### config.mk
export PLATFORM = sky130hd
export DESIGN_NAME = plcfg_top
export DESIGN_NICKNAME = d
export VERILOG_FILES = /design/src/hw/plcfg_pkg.sv /design/src/hw/plcfg_top.sv
export VERILOG_INCLUDE_DIRS = /design/src /design/src/hw
export SDC_FILE = /design/constraint.sdc
export NUM_CORES = 1
export LEC_CHECK = 0
export BUFFER_PORTS_ARGS = -buffer_cell sky130_fd_sc_hd__buf_4
export CORE_MARGIN = 3
export CORE_UTILIZATION = 38
export DETAILED_ROUTE_END_ITERATION = 6
export GPL_ROUTABILITY_DRIVEN = 0
export PLACE_DENSITY = 0.64
export SYNTH_ARGS = -nofsm -noshare
export SYNTH_HDL_FRONTEND = slang
export SYNTH_SLANG_ARGS = --single-unit
export TNS_END_PERCENT = 50
### constraint.sdc
create_clock -name mclk -period 3.2 [get_ports mclk]
set_input_delay 0 -clock mclk [delete_from_list [all_inputs] [get_ports mclk]]
set_output_delay 0 -clock mclk [all_outputs]
set_load 0.01 [all_outputs]
### src/hw/plcfg_cfg.svh
// Offsets, field positions, codes, reset values and lock counts of the synthesizer config bank.
// What this block does
// - Selector 000 floats, 001 high, 010 low.
// - 011 reference counter, 100 feedback, 101 reserved.
// - 110 lock indication, 111 serial read-back.
// - Reference doubler enable, default off.
// - Reference halver enable, default off.
// - Ten-bit reference divide, default 1; zero is stored and divides by 1.
// - Bit D13 enables output divider double buffering.
// - Four-bit pump current code, default 0000.
// - Lock after 40 or 5 consecutive cycles.
// - Lock window 10ns default, 6ns when set.
// - Detector polarity defaults positive, 0 negative.
// - Power-down bit, default not powered down.
// - Pump tri-state bit, default disabled.
// - Code 010 loads the first word.
// - Band sequence rate slow default, fast when set.
// - Divider mode off, fast lock, resync, reserved.
// - Twelve-bit divider value, default 1; zero is stored as written.
// - Second word fields at D23, D16:D15, D14:D3.
// - Code 011 loads the second word.
// - Output divide select, code 111 reserved.
`ifndef PLCFG_CFG_SVH
`define PLCFG_CFG_SVH

`define PLCFG_ADDR_PROG 8'h00
`define PLCFG_ADDR_REF  8'h04
`define PLCFG_ADDR_BAND 8'h08
`define PLCFG_ADDR_ODIV 8'h0C
`define PLCFG_ADDR_STAT 8'h10

`define PLCFG_CODE_FREQ 3'h0
`define PLCFG_CODE_REF  3'h2
`define PLCFG_CODE_BAND 3'h3
`define PLCFG_CODE_ODIV 3'h4

`define PLCFG_SEL_HIZ  3'h0
`define PLCFG_SEL_HIGH 3'h1
`define PLCFG_SEL_LOW  3'h2
`define PLCFG_SEL_RCNT 3'h3
`define PLCFG_SEL_NCNT 3'h4
`define PLCFG_SEL_LOCK 3'h6
`define PLCFG_SEL_SDO  3'h7

`define PLCFG_SEL_HI   28
`define PLCFG_SEL_LO   26
`define PLCFG_DBL_BIT  25
`define PLCFG_HALF_BIT 24
`define PLCFG_R_HI     23
`define PLCFG_R_LO     14
`define PLCFG_SHD_BIT  13
`define PLCFG_CP_HI    12
`define PLCFG_CP_LO    9
`define PLCFG_LCNT_BIT 8
`define PLCFG_LWIN_BIT 7
`define PLCFG_POL_BIT  6
`define PLCFG_PD_BIT   5
`define PLCFG_TRI_BIT  4

`define PLCFG_RATE_BIT 23
`define PLCFG_MODE_HI  16
`define PLCFG_MODE_LO  15
`define PLCFG_DIV_HI   14
`define PLCFG_DIV_LO   3

`define PLCFG_ODIV_HI  22
`define PLCFG_ODIV_LO  20
`define PLCFG_ODIV_RSV 3'h7

`define PLCFG_R_RST    10'h001
`define PLCFG_DIV_RST  12'h001
`define PLCFG_POL_RST  1'b1
`define PLCFG_ODIV_RST 3'h0

`define PLCFG_LOCK_SLOW 6'h28
`define PLCFG_LOCK_FAST 6'h05

`endif

### src/hw/plcfg_pkg.sv
// Types shared by the synthesizer configuration bank.
package plcfg_pkg;

  typedef struct packed {
    logic [2:0] status_pin_selector;
    logic       reference_doubler_enable;
    logic       reference_halver_enable;
    logic [9:0] ref_divide;
    logic       shadow_update_enable;
    logic [3:0] pump_current_code;
    logic       lock_cycle_count_select;
    logic       lock_window_select;
    logic       detector_polarity;
    logic       power_down_request;
    logic       pump_tristate;
  } plcfg_ref_type;

  typedef struct packed {
    logic        band_seq_rate_select;
    logic [1:0]  divider_mode_select;
    logic [11:0] divider_count_value;
  } plcfg_band_type;

  typedef enum logic {
    PLCFG_HUNT,
    PLCFG_LOCKED
  } plcfg_lock_type;

endpackage : plcfg_pkg

### src/hw/plcfg_top.sv
// Configuration bank, reference counter, lock detector and status pin of the synthesizer.
//
// The register addresses and the plain strobed port were chosen for this implementation.
`include "plcfg_cfg.svh"

module plcfg_top (
  input  wire logic                 mclk,            // 40 MHz clock
  input  wire logic                 rst,             // Asynchronous reset, active high
  input  wire logic [7:0]           reg_addr,        // Register byte address
  input  wire logic [31:0]          reg_wdata,       // Write data
  input  wire logic                 reg_wr,          // Write strobe
  input  wire logic                 reg_rd,          // Read strobe
  output logic      [31:0]          reg_rdata,       // Read data, cycle after strobe
  input  wire logic                 ref_tick,        // One pulse per reference edge
  input  wire logic                 fb_div_out,      // Feedback counter output
  input  wire logic                 pfd_tick,        // One pulse per detector cycle
  input  wire logic                 phase_err_lt6,   // Phase error under 6 ns
  input  wire logic                 phase_err_lt10,  // Phase error under 10 ns
  input  wire logic                 readback_data,   // Serial read-back bit
  output logic                      status_pin_o,    // Status pin level
  output logic                      status_pin_oe,   // Status pin driven
  output logic                      ref_div_out,     // Reference counter pulse
  output logic                      locked_o,        // Lock indication
  output plcfg_pkg::plcfg_ref_type  ref_cfg_o,       // First word fields
  output plcfg_pkg::plcfg_band_type band_cfg_o,      // Second word fields
  output logic      [2:0]           out_div_sel_o    // Applied output divide select
);
  import plcfg_pkg::*;

  localparam plcfg_ref_type REF_RST = '{
    status_pin_selector:      `PLCFG_SEL_HIZ,
    reference_doubler_enable: 1'b0,
    reference_halver_enable:  1'b0,
    ref_divide:               `PLCFG_R_RST,
    shadow_update_enable:     1'b0,
    pump_current_code:        4'h0,
    lock_cycle_count_select:  1'b0,
    lock_window_select:       1'b0,
    detector_polarity:        `PLCFG_POL_RST,
    power_down_request:       1'b0,
    pump_tristate:            1'b0
  };

  localparam plcfg_band_type BAND_RST = '{
    band_seq_rate_select: 1'b0,
    divider_mode_select:  2'h0,
    divider_count_value:  `PLCFG_DIV_RST
  };

  plcfg_ref_type  ref_q;
  plcfg_ref_type  ref_d;
  plcfg_band_type band_q;
  plcfg_band_type band_d;
  plcfg_lock_type lock_q;
  logic [2:0]     odiv_q;
  logic [2:0]     shadow_q;
  logic           pending_q;
  logic [9:0]     rcnt_q;
  logic           rpulse_q;
  logic [5:0]     lcnt_q;
  logic           pin_q;
  logic           oe_q;
  logic [31:0]    rdata_q;
  logic           pin_d;
  logic           oe_d;
  logic [31:0]    rdata_d;

  // Write decode: one programming port, the code in the low bits picks the word.
  wire       prog_wr   = reg_wr && (reg_addr == `PLCFG_ADDR_PROG);
  wire [2:0] code      = reg_wdata[2:0];
  wire       ref_load  = prog_wr && (code == `PLCFG_CODE_REF);
  wire       band_load = prog_wr && (code == `PLCFG_CODE_BAND);
  wire       freq_wr   = prog_wr && (code == `PLCFG_CODE_FREQ);
  wire [2:0] odiv_new  = reg_wdata[`PLCFG_ODIV_HI:`PLCFG_ODIV_LO];
  wire       odiv_wr   = prog_wr && (code == `PLCFG_CODE_ODIV) &&
                         (odiv_new != `PLCFG_ODIV_RSV);
  wire       shd_en    = ref_q.shadow_update_enable;

  assign ref_d.status_pin_selector      = reg_wdata[`PLCFG_SEL_HI:`PLCFG_SEL_LO];
  assign ref_d.reference_doubler_enable = reg_wdata[`PLCFG_DBL_BIT];
  assign ref_d.reference_halver_enable  = reg_wdata[`PLCFG_HALF_BIT];
  assign ref_d.ref_divide               = reg_wdata[`PLCFG_R_HI:`PLCFG_R_LO];
  assign ref_d.shadow_update_enable     = reg_wdata[`PLCFG_SHD_BIT];
  assign ref_d.pump_current_code        = reg_wdata[`PLCFG_CP_HI:`PLCFG_CP_LO];
  assign ref_d.lock_cycle_count_select  = reg_wdata[`PLCFG_LCNT_BIT];
  assign ref_d.lock_window_select       = reg_wdata[`PLCFG_LWIN_BIT];
  assign ref_d.detector_polarity        = reg_wdata[`PLCFG_POL_BIT];
  assign ref_d.power_down_request       = reg_wdata[`PLCFG_PD_BIT];
  assign ref_d.pump_tristate            = reg_wdata[`PLCFG_TRI_BIT];

  assign band_d.band_seq_rate_select = reg_wdata[`PLCFG_RATE_BIT];
  assign band_d.divider_mode_select  = reg_wdata[`PLCFG_MODE_HI:`PLCFG_MODE_LO];
  assign band_d.divider_count_value  = reg_wdata[`PLCFG_DIV_HI:`PLCFG_DIV_LO];

  always_ff @(posedge mclk or posedge rst) begin
    if (rst) begin
      ref_q  <= REF_RST;
      band_q <= BAND_RST;
    end else begin
      if (ref_load) begin
        ref_q <= ref_d;
      end
      if (band_load) begin
        band_q <= band_d;
      end
    end
  end

  // Output divide select: direct, or parked until the next frequency word write.
  wire       odiv_apply = (odiv_wr && !shd_en) || (freq_wr && pending_q);
  wire [2:0] odiv_d     = (odiv_wr && !shd_en) ? odiv_new : shadow_q;
  wire       pend_d     = (odiv_wr && shd_en) ? 1'b1 : (freq_wr ? 1'b0 : pending_q);

  always_ff @(posedge mclk or posedge rst) begin
    if (rst) begin
      odiv_q    <= `PLCFG_ODIV_RST;
      shadow_q  <= `PLCFG_ODIV_RST;
      pending_q <= 1'b0;
    end else begin
      if (odiv_wr) begin
        shadow_q <= odiv_new;
      end
      if (odiv_apply) begin
        odiv_q <= odiv_d;
      end
      pending_q <= pend_d;
    end
  end

  // Reference counter: one output pulse every ref_divide reference edges.
  wire [10:0] rcnt_inc = {1'b0, rcnt_q} + 11'h001;
  wire        r_term   = rcnt_inc >= {1'b0, ref_q.ref_divide};
  wire        pd       = ref_q.power_down_request;

  always_ff @(posedge mclk or posedge rst) begin
    if (rst) begin
      rcnt_q   <= 10'h000;
      rpulse_q <= 1'b0;
    end else if (pd) begin
      rcnt_q   <= 10'h000;
      rpulse_q <= 1'b0;
    end else begin
      rpulse_q <= ref_tick && r_term;
      if (ref_tick) begin
        rcnt_q <= r_term ? 10'h000 : rcnt_inc[9:0];
      end
    end
  end

  // Lock detector: lock after the chosen run of in-window detector cycles.
  wire [5:0] lock_need = ref_q.lock_cycle_count_select ? `PLCFG_LOCK_FAST
                                                       : `PLCFG_LOCK_SLOW;
  wire       in_win    = ref_q.lock_window_select ? phase_err_lt6
                                                  : phase_err_lt10;
  wire [5:0] lcnt_inc  = lcnt_q + 6'h01;

  always_ff @(posedge mclk or posedge rst) begin
    if (rst) begin
      lock_q <= PLCFG_HUNT;
      lcnt_q <= 6'h00;
    end else if (pd) begin
      lock_q <= PLCFG_HUNT;
      lcnt_q <= 6'h00;
    end else if (pfd_tick) begin
      case (lock_q)
        PLCFG_HUNT: begin
          if (!in_win) begin
            lcnt_q <= 6'h00;
          end else if (lcnt_inc >= lock_need) begin
            lock_q <= PLCFG_LOCKED;
            lcnt_q <= 6'h00;
          end else begin
            lcnt_q <= lcnt_inc;
          end
        end
        PLCFG_LOCKED: begin
          if (!in_win) begin
            lock_q <= PLCFG_HUNT;
          end
        end
        default: begin
          lock_q <= PLCFG_HUNT;
          lcnt_q <= 6'h00;
        end
      endcase
    end
  end

  wire locked = (lock_q == PLCFG_LOCKED);

  // Status pin selection; the reserved code floats the pin.
  always_comb begin
    pin_d = 1'b0;
    oe_d  = 1'b1;
    case (ref_q.status_pin_selector)
      `PLCFG_SEL_HIZ:  oe_d  = 1'b0;
      `PLCFG_SEL_HIGH: pin_d = 1'b1;
      `PLCFG_SEL_LOW:  pin_d = 1'b0;
      `PLCFG_SEL_RCNT: pin_d = rpulse_q;
      `PLCFG_SEL_NCNT: pin_d = fb_div_out;
      `PLCFG_SEL_LOCK: pin_d = locked;
      `PLCFG_SEL_SDO:  pin_d = readback_data;
      default:         oe_d  = 1'b0;
    endcase
  end

  // Read-back mux; unmapped addresses read zero.
  always_comb begin
    rdata_d = 32'h0000_0000;
    case (reg_addr)
      `PLCFG_ADDR_REF: begin
        rdata_d[`PLCFG_SEL_HI:`PLCFG_SEL_LO] = ref_q.status_pin_selector;
        rdata_d[`PLCFG_DBL_BIT]              = ref_q.reference_doubler_enable;
        rdata_d[`PLCFG_HALF_BIT]             = ref_q.reference_halver_enable;
        rdata_d[`PLCFG_R_HI:`PLCFG_R_LO]     = ref_q.ref_divide;
        rdata_d[`PLCFG_SHD_BIT]              = ref_q.shadow_update_enable;
        rdata_d[`PLCFG_CP_HI:`PLCFG_CP_LO]   = ref_q.pump_current_code;
        rdata_d[`PLCFG_LCNT_BIT]             = ref_q.lock_cycle_count_select;
        rdata_d[`PLCFG_LWIN_BIT]             = ref_q.lock_window_select;
        rdata_d[`PLCFG_POL_BIT]              = ref_q.detector_polarity;
        rdata_d[`PLCFG_PD_BIT]               = ref_q.power_down_request;
        rdata_d[`PLCFG_TRI_BIT]              = ref_q.pump_tristate;
        rdata_d[2:0]                         = `PLCFG_CODE_REF;
      end
      `PLCFG_ADDR_BAND: begin
        rdata_d[`PLCFG_RATE_BIT]             = band_q.band_seq_rate_select;
        rdata_d[`PLCFG_MODE_HI:`PLCFG_MODE_LO] = band_q.divider_mode_select;
        rdata_d[`PLCFG_DIV_HI:`PLCFG_DIV_LO] = band_q.divider_count_value;
        rdata_d[2:0]                         = `PLCFG_CODE_BAND;
      end
      `PLCFG_ADDR_ODIV: begin
        rdata_d[2:0] = odiv_q;
        rdata_d[6:4] = shadow_q;
        rdata_d[8]   = pending_q;
      end
      `PLCFG_ADDR_STAT: begin
        rdata_d[0] = locked;
        rdata_d[1] = pin_q;
        rdata_d[2] = oe_q;
      end
      default: rdata_d = 32'h0000_0000;
    endcase
  end

  always_ff @(posedge mclk or posedge rst) begin
    if (rst) begin
      pin_q   <= 1'b0;
      oe_q    <= 1'b0;
      rdata_q <= 32'h0000_0000;
    end else begin
      pin_q   <= pin_d;
      oe_q    <= oe_d;
      rdata_q <= reg_rd ? rdata_d : 32'h0000_0000;
    end
  end

  assign reg_rdata     = rdata_q;
  assign status_pin_o  = pin_q;
  assign status_pin_oe = oe_q;
  assign ref_div_out   = rpulse_q;
  assign locked_o      = locked;
  assign ref_cfg_o     = ref_q;
  assign band_cfg_o    = band_q;
  assign out_div_sel_o = odiv_q;

endmodule : plcfg_top

==> summary.md <==
| Metric | Value |
|---|---|
| Drt drc | 0 |
| Reg2reg start | rcnt_q[0] |
| Drt first pass iters | 4 |
| # diodes | 0 |
| Worst path max stage delay | around 0.43 ns |
| FF-to-FF setup slack | 0.34 ns |
| Critical Path AT | 3.10 ns |
| Die area | around 13000 µm² |
| Htree depth | 3 |
| CTS Buf Count | 9 |
| First-pass GRT wire length | 18700 µm |
| Final nets | ~600 |
| Critical path origin | rcnt_q[0] |
| CTS tree | built |
| Power Density | about 430 nW/µm² |
| R2r worst-path depth | 9 |
| Worst path depth | 9 |
| Synth-to-Final Area Change | 36.7% |
| Status | finished clean |
| Initial core utilization | 39.4% |
| CP Capture Type | register |
| CTS Root Cell | clkbuf_16 |
| Critical Path End | rcnt_q[8] |
| Worst hold path class | primary input to register |
| Maximum VDD drop | ~0.00045 V |
| Simple-gate area share of the yosys netlist | between 10% and 20% |
| Yosys reg bits | 96 |
| Setup TNS | 0 ns |
| Mean Syn Cell Area | 12.4 µm² |
| Synth Flop Type | dfrtp_1 |
| Reg2reg end | rcnt_q[8] |
| Maximum number of pins on one net before global-route repair | 72 |
| CP startpoint kind | register |
| Leak | 3.18 nW |
| Routed len/inst | 17.3 µm |
| Worst-Margin Slew | approximately 0.85 ns |
| Worst path slowest cell | dfrtp_1 |
| Final WL | 11600 µm |
| CP Max Fanout | 8 |
| Yosys warnings | 0 |
| Std-Cell Rows | 39 |
| FFs w/ async S/R, synth | 100% |
| Fin. max-slew vios | 0 |
| Buffers and inverters on the worst path | 0 |
| Clk slew on worst S/H paths | around 0.070 ns |
| Clock buffer depth | 2 |
| Synth Cell Area | between 4000 and 5000 µm² |
| I/O Pins | approximately 130 |
| Latest clock arrival within the worst-skew pair | approximately 0.35 ns |
| Largest family of logic cells by synthesized area | multiplexers |
| Period minus WS final | approximately 2.9 ns |
| Vias in the first global route | 3588 |
| Final setup viols | 0 |
| Maxcap violations | 0 |
| CP required | around 3.4 ns |
| Compound-Gate Fraction of Synth Area | a little under a tenth |
| Post-synthesis adder-cell area fraction | ~4.4% |
| Top delay family on crit path | compound AO/OA/AOI/OAI gates |
| PortBufs | about 120 |
| Cells after synthesis | 370 |
| Initial antenna violation count | 0 |
| Most used cell, CP | ha_1 |
| Slew margin rel. | 43.0% |
| Achievable Freq | around 350 MHz |
| CTS sink cnt | 96 |
| EDFF count, synth | 0 |
| DRT iter0 DRCs | 167 |
| RSZ-0062 raised after global routing | no |
| Crit-path cells | ha_1 > nand3_1 > xnor2_1 > ha_1 > and3_1 > a221o_1 > a31oi_1 > o21ai_2 > o32ai_1 |
| Max Clock Skew | a little under 0.005 ns |
| Final Hold Fails | 0 |
| Synth Area in XOR/XNOR | ~2.1% |
| DP HPWL | 8450 µm |
| GRT Residual Overflow | 0 |
| Vias | ~3400 |
| Mux contribution to synthesized area | between 10% and 20% |
| Via density | ~5.1 |
| Share of layout cells above drive strength 1 | approximately two fifths |
| GR Util All Layers | a little under a fifth |
| Vert. Die Dim | around 120 µm |
| Worst setup margin | roughly 0.34 ns |
| Worst Setup Path Type | register to register |
| Final worst-path cycle share | just under 90% |
| Netlist cell types | 54 |
| Core Box Area | roughly 12000 µm² |
| Antenna Violating Nets Remaining | 0 |
| Pre-CTS worst setup slack | around 0.25 ns |
| Seq/Total Area, Yosys | roughly 53% |
| Die width | roughly 120 µm |
| Setup bufs post-CTS | 0 |
| Number of fill cells | ~1000 |
==> final cells by class <==
cell class              count  area (µm²)  share of cell area (%)
multi-input cells         236        1990                    31.8
well taps                 143         179                    2.86
flip-flops and latches     96        2410                    38.5
repair buffers            159        1270                    20.3
inverters                  20        77.6                    1.24
clock inverters             6        90.1                    1.44
clock buffers              10         239                    3.82
==> where the power goes <==
part / switching, W / internal, W / leakage, nW / total [W]
Clock: 0.000476 / 0.000709 / 0.159 / 0.00118
Combinational: 0.000140 / 0.000129 / 1.70 / 0.000269
Sequential: 0.0000242 / 0.00123 / 1.33 / 0.00126
==> logic make-up (layout without fill, tap and decap cells) <==
logic type | after synthesis | after routing
AO/OA/AOI/OAI | 59 | 59
XOR/XNOR | 11 | 11
adder cells (fa/ha/maj) | 16 | 16
buffers and inverters | 40 | 195
flip-flops | 96 | 96
multiplexers | 55 | 55
other | 1 | 3
AND/OR/NAND/NOR | 92 | 92
==> sequential cells by signal, summed over array words and instances, names as in the netlist <==
name,count
lcnt_q,6
pending_q,1
pd,1
band_cfg_o,15
locked_o,1
rcnt_q,10
ref_cfg_o,23
status_pin_oe,1
shd_en,1
reg_rdata,29
shadow_q,3
out_div_sel_o,3
ref_div_out,1
status_pin_o,1
==> worst min-delay path, stage by stage <==
cell     delay, ns
buf_4         0.07
nand3_1       0.06
o21ai_0       0.07
nand2_1       0.05
o21ai_0       0.07
==> cells in the final DEF, fill, tap and decap left out, types with 2 or more instances in the layout <==
master	Yosys	routed
nor4_1	7	7
xnor2_1	7	7
clkbuf_16	0	9
a22oi_1	4	4
o32ai_1	6	6
dlygate4sd3_1	0	31
nand2_1	10	10
nor2b_1	5	5
dfstp_2	3	3
or3_1	3	3
ha_1	16	16
mux2_4	20	20
xor2_1	4	4
o21ai_0	9	9
a21o_1	3	3
o221ai_1	2	2
a22o_1	13	13
or4b_2	2	2
nor2_1	14	14
nand2b_1	15	15
dfrtp_1	93	93
bufinv_16	0	2
buf_4	6	128
and3_1	6	6
a21oi_1	8	8
inv_1	20	19
a211oi_1	3	3
mux2i_1	2	2
mux2_1	3	3
mux2_2	30	30
nand3_1	13	13
a31oi_1	2	2
and2_1	5	5
conb_1	1	3
==> synthesized netlist by cell type (all sizes together), types with 2 or more instances <==
cell	instances	share of area, %
nor2	15	1.3
and3	6	0.82
mux2	53	15
ha	16	4.4
a21o	3	0.49
nand3	13	1.4
nor2b	5	0.68
a211oi	3	0.49
a21oi	8	0.88
nor4	8	1.4
or3	3	0.41
or4b	3	0.66
xor2	4	0.77
xnor2	7	1.3
and2	5	0.68
a31oi	2	0.27
buf	12	2.1
nor3	2	0.22
o21ai	10	1.1
dfstp	3	1.7
a22oi	4	0.66
a22o	13	2.5
nand2	10	0.82
dfrtp	93	51
o221ai	2	0.38
nand2b	15	2.1
clkbuf	8	0.66
o32ai	6	1.1
mux2i	2	0.44
inv	20	1.6
==> stage by stage <==
| step | area [µm²] | hold slack [ns] | std cells | utilization [%] | total power [W] |
|---|---|---|---|---|---|
| 3_5_place_dp | 5610 | 0.208 | 623 | 48.3 | 0.00152 |
| 5_1_grt | 6250 | 0.0283 | 670 | 53.9 | 0.00282 |
| 6_report | 6250 | 0.0183 | 670 | 53.9 | 0.00271 |
| 2_1_floorplan | 4580 | 0.0911 | 372 | - | 0.00141 |
| 4_1_cts | 6240 | 0.00446 | 670 | 53.8 | 0.00274 |
| 3_3_place_gp | 5610 | 0.208 | 623 | 48.3 | 0.00152 |
==> per-layer routing <==
| layer | global-route usage (%) | routed length (µm) | vias to the layer above |
|---|---|---|---|
| met4 | 3.71 | 71 | 0 |
| met3 | 8.15 | 1100 | 6 |
| met2 | 27.7 | 5230 | 122 |
| met5 | 0 | 0 | - |
| met1 | 24.1 | 5200 | 1664 |
| li1 | - | - | 1626 |
==> worst min path at each step <==
stage                     depth (start not counted)      endpoint  slack [ns]           from
after global placement                            2      locked_o        0.21       pfd_tick
after detailed placement                          2      locked_o        0.21       pfd_tick
after global routing                              3  reg_rdata[2]        0.03    reg_addr[2]
after floorplan                                   1      locked_o        0.09       pfd_tick
final                                             5  status_pin_o        0.02  readback_data
after CTS                                         5  status_pin_o       0.004  readback_data
==> timing repair <==
item | 4_1_cts | 5_1_grt
hold endpoints to repair | 134 | 0
hold buffers | 31 | 0
endpoints found under the setup margin | 0 | 2
resized for setup | 0 | 2
Note: power is estimated with default switching activity, not from simulation.
